File: config.mk
export PLATFORM = sky130hd
export DESIGN_NAME = rx_lane_sync_rate_match
export DESIGN_NICKNAME = d
export VERILOG_FILES = /design/src/rx_lane_pkg.sv /design/src/rx_lane_sync_rate_match.sv
export VERILOG_INCLUDE_DIRS = /design/src
export SDC_FILE = /design/constraint.sdc
export NUM_CORES = 1
export LEC_CHECK = 0
export ABC_AREA = 0
export CAP_MARGIN = 20
export CORE_ASPECT_RATIO = 1.1
export CORE_MARGIN = 10
export CORE_UTILIZATION = 30
export CTS_BUF_LIST = sky130_fd_sc_hd__clkbuf_4
export CTS_CLUSTER_SIZE = 25
export DETAILED_ROUTE_END_ITERATION = 10
export DONT_BUFFER_PORTS = 1
export PLACE_DENSITY_LB_ADDON = 0.25
export RECOVER_POWER = 50
export SYNTH_ARGS = -nofsm -noshare
export SYNTH_HDL_FRONTEND = slang
export SYNTH_SLANG_ARGS = --single-unit
File: constraint.sdc
create_clock -name clk_i -period 4.2 [get_ports clk_i]
set_input_delay 0 -clock clk_i [delete_from_list [all_inputs] [get_ports clk_i]]
set_output_delay 0 -clock clk_i [all_outputs]
set_load 0.02 [all_outputs]
File: src/rx_lane_defs.svh
// constants for the receive lane sync and rate-match block
`ifndef RX_LANE_DEFS_SVH
`define RX_LANE_DEFS_SVH

// code group bytes
`define CODE_COMMA    8'hBC
`define CODE_D16_2    8'h50
`define CODE_D2_2     8'h42
`define CODE_SKIP     8'hFD

// sync machine figures, gigabit ethernet
`define GBE_SETS      7'h03
`define GBE_ERR_LIM   3'h4
`define GBE_RUN_LIM   8'h04
// sync machine figures, serial rapidio
`define SRIO_COMMAS   7'h7F
`define SRIO_ERR_LIM  3'h3
`define SRIO_RUN_LIM  8'hFF

// symbol word layout {disp, ctrl, byte}
`define SYM_W         10
`define SYM_DISP      9
`define SYM_CTRL      8

// rate-match buffer
`define FIFO_DEPTH    4
`define FIFO_HI       3'h3
`define FIFO_LO       3'h1
`define FLAG_CYC_GBE  2'h2
`define FLAG_CYC_SRIO 2'h1

// local symbol period and its cycle count
`define CLK_NS        50
`define REF_SYM_NS    400
`define RD_DIV        (`REF_SYM_NS / `CLK_NS)

`endif

File: src/rx_lane_pkg.sv
// types shared by the receive lane block
package rx_lane_pkg;
	typedef enum logic {st_loss, st_sync} sync_state_e;
	typedef logic [9:0] sym_t;
endpackage

File: src/rx_lane_sync_rate_match.sv
// receive lane: code-group sync machine and elastic rate-match buffer
// Notes on behaviour
// - gbe set is comma plus odd data count
// - gbe sync after three good sets
// - lose sync at four gbe, three srio errors
// - good run of 4/255 decrements error count
// - srio sync after 127 good commas
// - 7 or 10-bit align gbe, 10 srio
// - buffer absorbs plus minus 100 ppm offset
// - gbe rate matching only once synchronised
// - gbe adds/removes whole comma D16.2 idles
// - with negotiation, also comma D2.2 pairs
// - gbe insert/delete flags high two cycles
// - gbe corrections rounded up to even symbols
// - no self-escape; full/empty flags held high
// - srio patterns comma and K29.7 both disparities
// - srio rate matching only after sync
// - srio adds/removes skip after its control
// - srio one skip change per cluster
// - no lane alignment or deskew across lanes
`timescale 1ns/1ns
`include "rx_lane_defs.svh"

// small elastic fifo, valid/ready both sides
module rx_elastic_fifo
	import rx_lane_pkg::*;
#(
	parameter int W = 10,
	parameter int D = 4
)(
	// clock and reset
	input  wire logic         clk_i,
	input  wire logic         arst_n_i,
	input  wire logic         clr_i,
	// fill side
	input  wire logic         wr_valid_i,
	input  wire logic [W-1:0] wr_data_i,
	output logic              wr_ready_o,
	// drain side
	output logic              rd_valid_o,
	output logic [W-1:0]      rd_data_o,
	input  wire logic         rd_ready_i,
	// level
	output logic [2:0]        level_o
);
	logic [W-1:0] mem_ff [D];
	logic [1:0]   wp_ff, rp_ff, nxt_wp, nxt_rp;
	logic [2:0]   cnt_ff, nxt_cnt;
	logic         wr_go, rd_go;

	assign wr_ready_o = (cnt_ff != 3'(D));
	assign rd_valid_o = (cnt_ff != 3'h0);
	assign rd_data_o  = mem_ff[rp_ff];
	assign level_o    = cnt_ff;

	// pointer arithmetic; depth is a power of two so pointers wrap
	always_comb
	begin
		wr_go   = wr_valid_i && wr_ready_o;
		rd_go   = rd_ready_i && rd_valid_o;
		nxt_wp  = clr_i ? 2'h0 : wp_ff + 2'(wr_go);
		nxt_rp  = clr_i ? 2'h0 : rp_ff + 2'(rd_go);
		nxt_cnt = clr_i ? 3'h0 : cnt_ff + 3'(wr_go) - 3'(rd_go);
	end

	always_ff @(posedge clk_i or negedge arst_n_i)
	begin
		if (!arst_n_i)
		begin
			wp_ff  <= 2'h0;
			rp_ff  <= 2'h0;
			cnt_ff <= 3'h0;
		end
		else
		begin
			wp_ff  <= nxt_wp;
			rp_ff  <= nxt_rp;
			cnt_ff <= nxt_cnt;
		end
	end

	// storage needs no reset; contents are masked by the count
	always_ff @(posedge clk_i)
	begin
		if (wr_go)
			mem_ff[wp_ff] <= wr_data_i;
	end
endmodule

// top: sync machine, symbol hold, buffer and read-side replay
module rx_lane_sync_rate_match
	import rx_lane_pkg::*;
(
	// clock and reset
	input  wire logic       clk_i,
	input  wire logic       arst_n_i,
	// link side, decoded code groups on the link clock
	input  wire logic       link_clk_i,
	input  wire logic [7:0] link_data_i,
	input  wire logic       link_ctrl_i,
	input  wire logic       link_disp_i,
	input  wire logic       link_err_i,
	// configuration and control from fabric
	input  wire logic       gbe_mode_i,
	input  wire logic       align7_en_i,
	input  wire logic       an_en_i,
	input  wire logic       rm_en_i,
	input  wire logic       rx_digital_rst_i,
	// status
	output logic            sync_o,
	output logic            align10_o,
	output logic            del_o,
	output logic            ins_o,
	output logic            full_o,
	output logic            empty_o,
	// parallel data to fabric
	output logic [7:0]      data_o,
	output logic            ctrl_o,
	output logic            valid_o
);
	// link sampling: every link pin passes two flops first
	logic [2:0]   lk_ff;
	sym_t         sym_s1_ff, sym_s2_ff;
	logic         err_s1_ff, err_s2_ff;
	logic         stb;
	sym_t         sym;

	always_ff @(posedge clk_i or negedge arst_n_i)
	begin
		if (!arst_n_i)
		begin
			lk_ff     <= 3'h0;
			sym_s1_ff <= 10'h000;
			sym_s2_ff <= 10'h000;
			err_s1_ff <= 1'b0;
			err_s2_ff <= 1'b0;
		end
		else
		begin
			lk_ff     <= {lk_ff[1:0], link_clk_i};
			sym_s1_ff <= {link_disp_i, link_ctrl_i, link_data_i};
			sym_s2_ff <= sym_s1_ff;
			err_s1_ff <= link_err_i;
			err_s2_ff <= err_s1_ff;
		end
	end
	assign stb = lk_ff[1] && !lk_ff[2];
	assign sym = sym_s2_ff;

	// no cross-lane deskew: each lane instance stands alone
	assign align10_o = !(gbe_mode_i && align7_en_i);

	// sync machine
	sync_state_e st_ff, nxt_st;
	logic [6:0]  good_ff, nxt_good;
	logic [2:0]  err_ff, nxt_err;
	logic [7:0]  run_ff, nxt_run;
	logic        dpar_ff, nxt_dpar, seen_ff, nxt_seen;
	logic        is_comma, good_cg, bad_cg, sync_hit;
	logic [2:0]  err_lim;
	logic [7:0]  run_lim;

	always_comb
	begin
		is_comma = sym[`SYM_CTRL] && (sym[7:0] == `CODE_COMMA) && !err_s2_ff;
		err_lim  = gbe_mode_i ? `GBE_ERR_LIM : `SRIO_ERR_LIM;
		run_lim  = gbe_mode_i ? `GBE_RUN_LIM : `SRIO_RUN_LIM;
		// gbe comma on an odd boundary counts as an error
		bad_cg   = err_s2_ff || (gbe_mode_i && is_comma && seen_ff && !dpar_ff);
		good_cg  = !bad_cg;
		sync_hit = gbe_mode_i ? (good_ff == `GBE_SETS - 7'h1)
		                      : (good_ff == `SRIO_COMMAS - 7'h1);
		nxt_st   = st_ff;
		nxt_good = good_ff;
		nxt_err  = err_ff;
		nxt_run  = run_ff;
		nxt_dpar = dpar_ff;
		nxt_seen = seen_ff;
		if (rx_digital_rst_i)
		begin
			nxt_st   = st_loss;
			nxt_good = 7'h00;
			nxt_err  = 3'h0;
			nxt_run  = 8'h00;
			nxt_dpar = 1'b0;
			nxt_seen = 1'b0;
		end
		else if (stb)
		begin
			nxt_dpar = is_comma ? 1'b0 : !dpar_ff;
			nxt_seen = seen_ff || is_comma;
			if (st_ff == st_loss)
			begin
				if (bad_cg)
					nxt_good = 7'h00;
				// gbe counts a set when the next comma closes it
				else if (is_comma && (!gbe_mode_i || seen_ff))
				begin
					nxt_good = good_ff + 7'h1;
					if (sync_hit)
					begin
						nxt_st   = st_sync;
						nxt_err  = 3'h0;
						nxt_run  = 8'h00;
					end
				end
			end
			else if (bad_cg)
			begin
				nxt_run = 8'h00;
				nxt_err = err_ff + 3'h1;
				if (err_ff + 3'h1 == err_lim)
				begin
					nxt_st   = st_loss;
					nxt_good = 7'h00;
					nxt_seen = 1'b0;
				end
			end
			else if (err_ff != 3'h0)
			begin
				if (run_ff == run_lim - 8'h1)
				begin
					nxt_err = err_ff - 3'h1;
					nxt_run = 8'h00;
				end
				else
					nxt_run = run_ff + 8'h1;
			end
		end
	end

	always_ff @(posedge clk_i or negedge arst_n_i)
	begin
		if (!arst_n_i)
		begin
			st_ff   <= st_loss;
			good_ff <= 7'h00;
			err_ff  <= 3'h0;
			run_ff  <= 8'h00;
			dpar_ff <= 1'b0;
			seen_ff <= 1'b0;
		end
		else
		begin
			st_ff   <= nxt_st;
			good_ff <= nxt_good;
			err_ff  <= nxt_err;
			run_ff  <= nxt_run;
			dpar_ff <= nxt_dpar;
			seen_ff <= nxt_seen;
		end
	end
	assign sync_o = (st_ff == st_sync);

	// rate matching: one held symbol lets a pair be judged whole
	logic        act, hv_ff, nxt_hv, cl_ff, nxt_cl, gbe_pair, srio_pair, del_ev, ins_ev;
	sym_t        hold_ff, nxt_hold, o0_ff, o1_ff, nxt_o0, nxt_o1, wr_d;
	logic        wr_v, wr_rdy, rd_v, rd_pop, rd_stb;
	sym_t        rd_d;
	logic [2:0]  lvl, div_ff, nxt_div;
	logic [1:0]  rep_ff, nxt_rep, dcnt_ff, icnt_ff, nxt_dcnt, nxt_icnt, flag_cyc;
	logic        full_ff, empty_ff, nxt_full, nxt_empty, vo_ff, nxt_vo;
	sym_t        do_ff, nxt_do;
	logic        hold_comma, ins_pair;

	// buffer written on link strobes, read at the local symbol rate
	rx_elastic_fifo #(.W(`SYM_W), .D(`FIFO_DEPTH)) i_rx_elastic_fifo (
		.clk_i      (clk_i),
		.arst_n_i   (arst_n_i),
		.clr_i      (rx_digital_rst_i || !sync_o),
		.wr_valid_i (wr_v),
		.wr_data_i  (wr_d),
		.wr_ready_o (wr_rdy),
		.rd_valid_o (rd_v),
		.rd_data_o  (rd_d),
		.rd_ready_i (rd_pop),
		.level_o    (lvl)
	);

	always_comb
	begin
		// srio matching is optional and gated by rm_en_i
		act        = sync_o && (gbe_mode_i || rm_en_i);
		flag_cyc   = gbe_mode_i ? `FLAG_CYC_GBE : `FLAG_CYC_SRIO;
		hold_comma = hv_ff && hold_ff[`SYM_CTRL] && (hold_ff[7:0] == `CODE_COMMA);
		gbe_pair   = gbe_mode_i && hold_comma && !sym[`SYM_CTRL] &&
		             ((sym[7:0] == `CODE_D16_2) ||
		              (an_en_i && sym[7:0] == `CODE_D2_2));
		// skip must carry its control's disparity
		srio_pair  = !gbe_mode_i && hold_comma && sym[`SYM_CTRL] &&
		             (sym[7:0] == `CODE_SKIP) && (sym[`SYM_DISP] == hold_ff[`SYM_DISP]);
		del_ev     = stb && act && (lvl >= `FIFO_HI) &&
		             (gbe_pair || (srio_pair && !cl_ff));
		rd_stb     = (div_ff == 3'(`RD_DIV - 1));
		ins_pair   = gbe_mode_i
		           ? (o0_ff[`SYM_CTRL] && o0_ff[7:0] == `CODE_COMMA && !o1_ff[`SYM_CTRL] &&
		              (o1_ff[7:0] == `CODE_D16_2 || (an_en_i && o1_ff[7:0] == `CODE_D2_2)))
		           : (o0_ff[`SYM_CTRL] && o0_ff[7:0] == `CODE_COMMA &&
		              o1_ff[`SYM_CTRL] && o1_ff[7:0] == `CODE_SKIP && !cl_ff);
		ins_ev     = rd_stb && act && rep_ff == 2'h0 && lvl <= `FIFO_LO && ins_pair;
		nxt_div    = rd_stb ? 3'h0 : div_ff + 3'h1;
		nxt_hold   = hold_ff;
		nxt_hv     = hv_ff;
		nxt_cl     = cl_ff;
		wr_v       = 1'b0;
		wr_d       = hold_ff;
		if (stb && sync_o)
		begin
			// whole gbe pair dropped, even count kept srio drops the skip only
			wr_v     = hv_ff && !(del_ev && gbe_mode_i);
			nxt_hold = sym;
			nxt_hv   = !del_ev;
			if (!sym[`SYM_CTRL] || (sym[7:0] != `CODE_COMMA && sym[7:0] != `CODE_SKIP))
				nxt_cl = 1'b0;
		end
		if (del_ev || ins_ev)
			nxt_cl = !gbe_mode_i;
		if (!sync_o)
			nxt_hv = 1'b0;
		// replay: emitting o0 and rotating keeps the pair, srio repeats skip
		nxt_rep = ins_ev ? (gbe_mode_i ? 2'h2 : 2'h1) : rep_ff;
		rd_pop  = 1'b0;
		nxt_vo  = 1'b0;
		nxt_do  = do_ff;
		nxt_o0  = o0_ff;
		nxt_o1  = o1_ff;
		if (rd_stb && act && !ins_ev && rep_ff != 2'h0)
		begin
			nxt_rep = rep_ff - 2'h1;
			nxt_vo  = 1'b1;
			nxt_do  = gbe_mode_i ? o0_ff : o1_ff;
			nxt_o0  = o1_ff;
			nxt_o1  = nxt_do;
		end
		else if (rd_stb && sync_o && !ins_ev && rd_v)
		begin
			rd_pop = 1'b1;
			nxt_vo = 1'b1;
			nxt_do = rd_d;
			nxt_o0 = o1_ff;
			nxt_o1 = rd_d;
		end
		// flags stay up until the fabric resets the receiver
		// an event in the reset cycle itself still sets the flag: the set wins
		nxt_full  = (full_ff && !rx_digital_rst_i) || (wr_v && !wr_rdy);
		nxt_empty = (empty_ff && !rx_digital_rst_i) ||
		            (rd_stb && sync_o && hv_ff && !rd_v && rep_ff == 2'h0 && !ins_ev);
		nxt_dcnt  = del_ev ? flag_cyc : (dcnt_ff != 2'h0 ? dcnt_ff - 2'h1 : 2'h0);
		nxt_icnt  = ins_ev ? flag_cyc : (icnt_ff != 2'h0 ? icnt_ff - 2'h1 : 2'h0);
		if (rx_digital_rst_i)
			nxt_hv = 1'b0;
		// a receiver reset or lost sync must not let an old pair be replayed later
		if (rx_digital_rst_i || !sync_o)
		begin
			nxt_rep = 2'h0;
			nxt_o0  = 10'h000;
			nxt_o1  = 10'h000;
		end
	end

	always_ff @(posedge clk_i or negedge arst_n_i)
	begin
		if (!arst_n_i)
		begin
			hold_ff  <= 10'h000;
			hv_ff    <= 1'b0;
			cl_ff    <= 1'b0;
			o0_ff    <= 10'h000;
			o1_ff    <= 10'h000;
			rep_ff   <= 2'h0;
			div_ff   <= 3'h0;
			full_ff  <= 1'b0;
			empty_ff <= 1'b0;
			dcnt_ff  <= 2'h0;
			icnt_ff  <= 2'h0;
			vo_ff    <= 1'b0;
			do_ff    <= 10'h000;
		end
		else
		begin
			hold_ff  <= nxt_hold;
			hv_ff    <= nxt_hv;
			cl_ff    <= nxt_cl;
			o0_ff    <= nxt_o0;
			o1_ff    <= nxt_o1;
			rep_ff   <= nxt_rep;
			div_ff   <= nxt_div;
			full_ff  <= nxt_full;
			empty_ff <= nxt_empty;
			dcnt_ff  <= nxt_dcnt;
			icnt_ff  <= nxt_icnt;
			vo_ff    <= nxt_vo;
			do_ff    <= nxt_do;
		end
	end

	assign del_o   = (dcnt_ff != 2'h0);
	assign ins_o   = (icnt_ff != 2'h0);
	assign full_o  = full_ff;
	assign empty_o = empty_ff;
	assign valid_o = vo_ff;
	assign data_o  = do_ff[7:0];
	assign ctrl_o  = do_ff[`SYM_CTRL];
endmodule

==> results.md, run 1 <==
- Timing would allow up to between 200 and 300 MHz.
- After clock tree synthesis, the clock-pin slew on the worst setup and hold paths is between 0.1 and 0.15 ns.
- The yosys synthesis warning count is 0.
- The height of the die is approximately 170 um.
- The weighted congestion at the end of routability-driven global placement is approximately 0.8.
- The floorplan step defined a core boundary enclosing ~0.021 mm^2.
- Synthesis handed over a netlist of between 500 and 600 instances.
- The max-slew violation count is 105.
- The setup fix buffers added after clock tree synthesis is 0.
- STA puts the critical path data arrival time at 3.88 ns.
- For this design, the CTS-stage hold fixing added 28 buffers.
- Cells with a size suffix above 1 make up 12.6% of the layout.
- Summing every instance area after synthesis gives ~0.0063 mm^2.
- The number of enable flip-flop cells after synthesis is 36.
- The overall via count from detail_route is just over 4000.
- The violation count after the first detailed-route iteration is 204.
- The worst register-to-register path begins at o1_ff[8].
- The via count of the first global-routing pass came to between 4000 and 5000.
- The initial antenna violation count is 1.
- The flow ran to the end, but the final reports show violations.
- The number of vias per cell is roughly 5.0.
- The wire-length estimate of the detail-placed layout is just over 9000 um.
- The share of the clock period used by the worst path is 81.9%.
- The maximum buffer depth of the clock tree is 2.
- The full die area is ~0.027 mm^2.
- The power density relative to cell area is approximately 320 mW/mm^2.
- Counting flops with an async set or reset pin after synthesis yields a share of between 70% and 80%.
- In the post-route analysis, the smallest setup slack over all paths is approximately 0.76 ns.
- The total count of hold-check failures in the final report was 0.
- The most used flip-flop cell after synthesis is sky130_fd_sc_hd__dfrtp_1.
- In this run the horizontal extent of the chip is between 150 and 200 um.
- The most common cell after layout, fill and taps aside is sky130_fd_sc_hd__dfrtp_1.
- OpenSTA, run right after detailed placement, puts the worst setup slack at between 0.7 and 0.8 ns.
- The root cell of the clock tree is sky130_fd_sc_hd__clkbuf_4.
- The worst pin sits at a relative slew slack of -71.2%.
- The launch point of the worst path is o1_ff[8].
- The setup TNS is 0 ns.
- IR analysis of the VDD net gives a maximum drop of 0.159 mV.
- STA classifies the critical path startpoint as a flip-flop.
- The number of cells on the worst reg-to-reg path is 12.
- The maximum fanout along the worst path is 10.
- Final hold analysis gives a worst-case slack of around 0.057 ns.
- The source of the worst hold timing path is gbe_mode_i.
- The number of I/O port buffers is 0.
- The global-route wire length before repair is about 23000 um.
- The later pin in the worst-skew pair is clocked with a latency of 0.57 ns.
- Across the run, the number of max-cap violations was 1.
- Fill cells in the final layout number between 1500 and 2000.
- The total CTS buffers is 17.
- The total wire length is around 14000 um.
- The area growth from synthesis to layout is 12.4%.
- The CTS sink count is 140.
- The last element of the critical path is i_rx_elastic_fifo.level_o[2].
- The analysis attributes to cell leakage a power of roughly 2.8 nW.
- Between clock sinks in the finished design, the worst skew comes to 0.0234 ns.
- The post-cts sizing count is 0.
- Synthesis inferred 140 register bits.
- The top cell types in the final layout, fill and taps aside, are 104 x sky130_fd_sc_hd__dfrtp_1, 39 x sky130_fd_sc_hd__o21ai_0, 36 x sky130_fd_sc_hd__edfxtp_1.
- The critical path is of the reg2reg type.
- The number of detailed-route iterations in the first pass is 5.
- The count of cell types in the netlist is between 60 and 70.
- For flop-to-flop paths, the worst setup slack is between 0.7 and 0.8 ns.
- Once detail routing completed, the nets flagged for antenna violations numbered 0.
- After layout, the minimum clock period comes to roughly 3.4 ns.
- Setup violations remaining at the end of the flow were counted as 0.
- The I/O pin count is 35.
- The area taken by flip-flops and latches is about 0.0037 mm^2.
- The CTS tree is built.
- The final reports fail on capacitance limit, slew limit.
- The post-detailed-route DRC marker count is 0.
- The number of nets in the layout is 580.
- The total congestion overflow after global routing is 0.
- The average wire per standard cell is between 15 and 20 um.
- Once the floorplan was initialized, standard cells occupied 30.5% of the core.
- Global routing used between 10% and 20% of the available tracks.
- The placement row count is 55.
- The capturing element type of the critical path is a flip-flop.
- The worst register-to-register path ends at i_rx_elastic_fifo.level_o[2].
- Sequential elements use roughly three fifths of the synthesized area.
- Data on the critical path is required at its endpoint by 4.64 ns.
- The total area of multi-input combinational cells is 0.00241 mm^2.
- The measured slew at the worst slew-check pin is 2.57 ns.
- Entering global routing, the biggest net connects about 110 pins.
- When the netlist entered floorplanning its net count stood at between 500 and 600.
- Setup repair after global routing left no endpoint under its margin.
- The path class of the tightest hold or removal check is in2reg.
- The total power draw is between 0.002 and 0.0025 W.
- The clock tree synthesis step divided the H-tree into 4 levels.
- After synthesis, the mean cell area works out to approximately 12 um^2.
[Yosys cell counts (8+ instances only)]
cell                         n  area (um^2)
sky130_fd_sc_hd__o21ai_0    39          195
sky130_fd_sc_hd__dfrtp_1   104         2600
sky130_fd_sc_hd__nor3_1      8         40.0
sky130_fd_sc_hd__mux2i_1    22          220
sky130_fd_sc_hd__edfxtp_1   36         1080
sky130_fd_sc_hd__nand2_1    32          120
sky130_fd_sc_hd__o31ai_1     8         60.1
sky130_fd_sc_hd__or3_1       8         50.1
sky130_fd_sc_hd__ha_1       16          200
sky130_fd_sc_hd__nor2_1     30          113
sky130_fd_sc_hd__mux4_2      9          203
sky130_fd_sc_hd__o22a_1      9         78.8
sky130_fd_sc_hd__inv_1      26         97.6
sky130_fd_sc_hd__mux2_2     12          135
sky130_fd_sc_hd__nand2b_1    9         56.3
sky130_fd_sc_hd__nand3_1    15         75.1
sky130_fd_sc_hd__a21oi_1    16         80.1
sky130_fd_sc_hd__clkbuf_1   14         52.6
[cells by family (layout without fill, tap and decap cells)]
kind of cell,count (synthesis),in the layout,share of synthesized area [%]
AND/OR/NAND/NOR,158,158,13.9
buffers and inverters,48,90,3.13
multiplexers,43,43,8.89
flip-flops,140,140,58.7
other,0,2,0
XOR/XNOR,6,6,0.837
adder cells (fa/ha/maj),17,17,3.51
AO/OA/AOI/OAI,103,103,11.1
[power by group]
part / total [W] / switching [W] / internal, W
logic: 0.0000747 / 0.0000459 / 0.0000287
clock network: 0.000774 / 0.000524 / 0.000250
registers: 0.00141 / 0.00000844 / 0.00140
[worst max-delay path, cell delays in order (launching register included)]
cell and delay, ns:
sky130_fd_sc_hd__dfrtp_1 0.44, sky130_fd_sc_hd__or4_1 0.53, sky130_fd_sc_hd__a211oi_1 0.41, sky130_fd_sc_hd__o2111ai_2 0.33, sky130_fd_sc_hd__nand3_1 0.41, sky130_fd_sc_hd__inv_1 0.12
sky130_fd_sc_hd__ha_1 0.29, sky130_fd_sc_hd__inv_1 0.05, sky130_fd_sc_hd__ha_1 0.13, sky130_fd_sc_hd__inv_1 0.05, sky130_fd_sc_hd__fa_1 0.38, sky130_fd_sc_hd__xnor2_1 0.14
sky130_fd_sc_hd__nor2_1 0.05
[through the flow]
stage / util (%) / instances / area [um^2]
after floorplan: - / 515 / 6280
after detailed placement: 31.8 / 753 / 6540
after global routing: 34.3 / 814 / 7060
after global placement: 31.8 / 753 / 6540
after CTS: 34.4 / 813 / 7080
final: 34.3 / 815 / 7060
[flip-flops by register name, indices dropped and copies added (netlist names), 3 cells and up]
register and flops:
lk_ff 3, do_ff 9, good_ff 7, o0_ff 9, div_ff 3, sym 10
i_rx_elastic_fifo.level_o 3, o1_ff 9, sym_s1_ff 10, hold_ff 10, run_ff 8, i_rx_elastic_fifo.mem_ff 36
err_ff 3
[final cells by class]
class | count | share of cell area, %
clock inverters | 13 | 1.36
multi-input cells | 327 | 34.1
flip-flops and latches | 140 | 52.2
inverters | 26 | 1.38
well taps | 256 | 4.54
clock buffers | 19 | 2.02
repair buffers | 32 | 4.32
diodes | 2 | 0.0709
[routing by layer]
layer / global-route usage [%] / part of all wire [%]
met5: 0 / 0
met4: 4.19 / 1.5
met3: 2.77 / 4.1
met2: 17.7 / 49
met1: 13.8 / 45
[worst min path at each step]
stage | cells after the start | endpoint | slack (ns)
floorplan | 0 | cl_ff | -0.30
global placement | 0 | run_ff[6] | -0.29
detailed placement | 0 | run_ff[6] | -0.29
CTS | 4 | good_ff[6] | 0.02
global route | 4 | dcnt_ff[0] | 0.09
finish | 4 | good_ff[6] | 0.06
No activity file was read; power rests on OpenSTA's default activity.
==> run 2, diff against run 1 <==
==> constraint.sdc (replaced) <==
create_clock -name clk_i -period 3.1 [get_ports clk_i]
set_input_delay 0 -clock clk_i [delete_from_list [all_inputs] [get_ports clk_i]]
set_output_delay 0 -clock clk_i [all_outputs]
set_load 0.02 [all_outputs]
==> results.md, run 2 (synthesis results as in run 1) <==
- The CTS sink count was 140 (unchanged).
- The post-detailed-route DRC marker count is 0 (unchanged).
- The number of placed instances with taps included was 764 (+1.5%).
- The post-layout minimum cycle time is 2.85 ns (-0.595 ns).
- The later-pin clock latency in the skew report is 0.55 ns (-0.02 ns).
- The initial antenna violation count is 2 (+1).
- The cell area after layout is 0.00718 mm^2 (+1.7%).
- The effective utilization at floorplan was 30.5% (unchanged).
- The total CTS buffers is 17 (unchanged).
- The source of the worst hold timing path is gbe_mode_i.
- The non-filler instance count after layout is 826 (+1.3%).
- The depth of the CTS H-tree is 4 (unchanged).
- In the layout the commonest cells are 104 x sky130_fd_sc_hd__dfrtp_1, 39 x sky130_fd_sc_hd__o21ai_0, 36 x sky130_fd_sc_hd__edfxtp_1.
- Among the stages of the critical path, the cell type that occurs most often is sky130_fd_sc_hd__inv_1.
- The global-route wire length before repair is 23100 um (about the same).
- The share of final-layout standard cells stronger than drive strength 1 is 14.1% (+1.5 points).
- The register-to-register setup slack is 0.25 ns (-0.51 ns).
- The setup slack at placement is 0.289 ns (-0.470 ns).
- The placement row count is 55 (unchanged).
- The measured slew at the worst slew-check pin came to 2.63 ns (+0.0583 ns).
- For hold timing, the worst endpoint is good_ff[6].
- The final reports fail on capacitance limit, slew limit.
- The total congestion overflow after global routing is 0 (unchanged).
- The cell count of the worst hold path came to 4 (unchanged).
- The maximum number of pins on one net before global-route repair is 105 (unchanged).
- The maximum operating frequency came to 351 MHz (+21%).
- TritonCTS built the clock tree.
- The reported max-cap violation count is 1 (unchanged).
- The setup TNS is 0 ns (unchanged).
- The width of the die was 158 um (unchanged).
- The delay of the slowest cell on the worst path is 0.52 ns (about the same).
- STA classifies the critical path startpoint as a flip-flop.
- The final setup violation count came to 0 (unchanged).
- The remaining antenna violation count is 0 (unchanged).
- The growth of design area from synthesis to finish is 14.4%.
- The worst-case headroom to the max-slew limit is -75.1% (-3.9 points).
- Clock tree synthesis selected as its root buffer the cell sky130_fd_sc_hd__clkbuf_4.
- The number of flip-flops in the largest register came to 36 (unchanged).
- The I/O pin count came to 35 (unchanged).
- The full die area is 0.0271 mm^2 (unchanged).
- The signal on the critical path passes through or4_1, a211oi_1, o2111ai_2, nand3_1, inv_1, ha_1, inv_1, ha_1, inv_1, fa_1, xnor2_1, nor2_1.
- The register name with the most flops is i_rx_elastic_fifo.mem_ff.
- The number of detailed-route iterations in the first pass was 7 (+2).
- The total wire length is 14200 um (+1.8%).
- The most common cell after layout, fill and taps aside is sky130_fd_sc_hd__dfrtp_1.
- The number of fill cells in the layout is 2001 (+1.1%).
- The clock-pin slew reported for the worst setup and hold paths after clock tree synthesis is 0.13 ns (about the same).
- The capturing element type of the critical path is a flip-flop.
- The number of nets in the layout was 592 (+2.1%).
- The leakage power of the design is 2.92 nW (+3.0%).
- The largest voltage drop on the vdd net is 0.193 mV (+22%).
- The worst reg2reg path startpoint is o1_ff[8].
- The number of I/O port buffers is 0 (unchanged).
- The height of the die came to 172 um (unchanged).
- The maximum buffer depth of the clock tree came to 2 (unchanged).
- The power density relative to cell area is 438 mW/mm^2 (+37%).
- The number of cells on the worst reg-to-reg path is 12 (unchanged).
- The category of the most critical setup path is reg2reg.
- The reg-to-reg endpoint is i_rx_elastic_fifo.level_o[2].
- The number of vias per cell is 5.07 (+0.66%).
- The cell with the largest stage delay on the worst path is sky130_fd_sc_hd__or4_1.
- The overall global routing resource usage was 10.9% (-0.045 points).
- The overall via count from detail_route is 4191 (+2.0%).
- The run finished, with violations left.
- The worst setup skew after layout came to 0.0178 ns (-0.00563 ns).
- Tracing the worst setup path back leads to its startpoint at o1_ff[8].
- The critical path required time is 3.53 ns (-1.11 ns).
- The post-cts sizing count is 0 (unchanged).
- The share of the clock period used by the worst path came to 91.8% (+9.9 points).
- The violation count after the first detailed-route iteration is 252 (+24%).
- The total count of hold-check failures in the final report is 0 (unchanged).
- The maximum fanout along the worst path came to 2 (-8).
- The core box area is 0.0206 mm^2 (unchanged).
- The max-slew violation count is 105 (unchanged).
- The half-perimeter wire length after detailed placement is 9500 um (+2.4%).
- The via count of the first global-routing pass came to 4229 (+0.33%).
- The data arrival at the endpoint of the critical path is 3.28 ns (-0.60 ns).
- The placement-stage cell area is 0.00661 mm^2 (+1.1%).
- The average wire per standard cell came to 17.2 um (+0.48%).
- The worst-case setup margin in the final layout is 0.255 ns (-0.505 ns).
- The type of the worst min-delay path is in2reg.
- Setup repair after global routing left no endpoint under its margin.
- The weighted congestion at the end of routability-driven global placement is 0.811 (+0.51%).
run 2: cell count changes in the layout (fill, tap and decap cells not counted), sizes merged:
cell | before | now
clkbuf | 20 | 18
clkinvlp | 3 | 1
bufinv | 0 | 1
inv | 30 | 35
diode | 2 | 1
buf | 4 | 16
clkinv | 6 | 4
run 2: worst max-delay path by stage:
stage | endpoint | slack, ns | cells past startpoint
floorplan | i_rx_elastic_fifo.level_o[2] | 0.11 | 12
global placement | i_rx_elastic_fifo.level_o[2] | 0.31 | 12
detailed placement | i_rx_elastic_fifo.level_o[2] | 0.29 | 12
CTS | i_rx_elastic_fifo.level_o[2] | 0.26 | 12
global route | i_rx_elastic_fifo.level_o[2] | 0.04 | 14
finish | i_rx_elastic_fifo.level_o[2] | 0.25 | 12
run 2: report_power, final:
group | leakage (nW) | internal [W] | switching [W] | total, W
clock network | 0.148 | 0.000412 | 0.000715 | 0.00113
registers | 1.63 | 0.00190 | 0.0000116 | 0.00191
logic | 1.13 | 0.0000427 | 0.0000637 | 0.000106
run 2: metal layers:
layer  vias to the layer above  GRT usage (%)  share of wire [%]
met1                      2099           13.9                 46
met4                         0           3.95                1.5
met3                        20           3.02                4.3
li1                       1982              -                  -
met2                        90           17.4                 48
met5                         -              0                  0
run 2: per-stage QoR:
stage | power [W] | hold WS (ns) | utilization, %
floorplan | 0.00199 | -0.296 | -
global placement | 0.00199 | -0.288 | 32.1
detailed placement | 0.00199 | -0.288 | 32.1
CTS | 0.00320 | 0.000140 | 34.9
global route | 0.00330 | 0.0411 | 34.9
finish | 0.00315 | 0.0469 | 34.9
run 2: cell type report:
class                      count  area, um^2  area share [%]
clock buffer                  17         128            1.78
tap                          256         320            4.46
sequential                   140        3680            51.3
inverter                      26        97.6            1.36
antenna                        1        2.50          0.0348
multi-input combinational    327        2400            33.4
clock inverter                15         135            1.88
timing repair buffer          44         415            5.78
run 2: worst max-delay path, delay by kind of cell, from the launching register on:
family	cells	cell delay, ns
fa+ha+maj	3	0.76
simple gates	3	0.70
xor+xnor	1	0.15
buf+inv	3	0.17
compound gates	2	0.53
flops	1	0.40
run 2: repair_timing:
action                                 4_1_cts  5_1_grt
buffers inserted                             0        0
endpoints found under the hold margin      179        0
hold buffers                                28        0
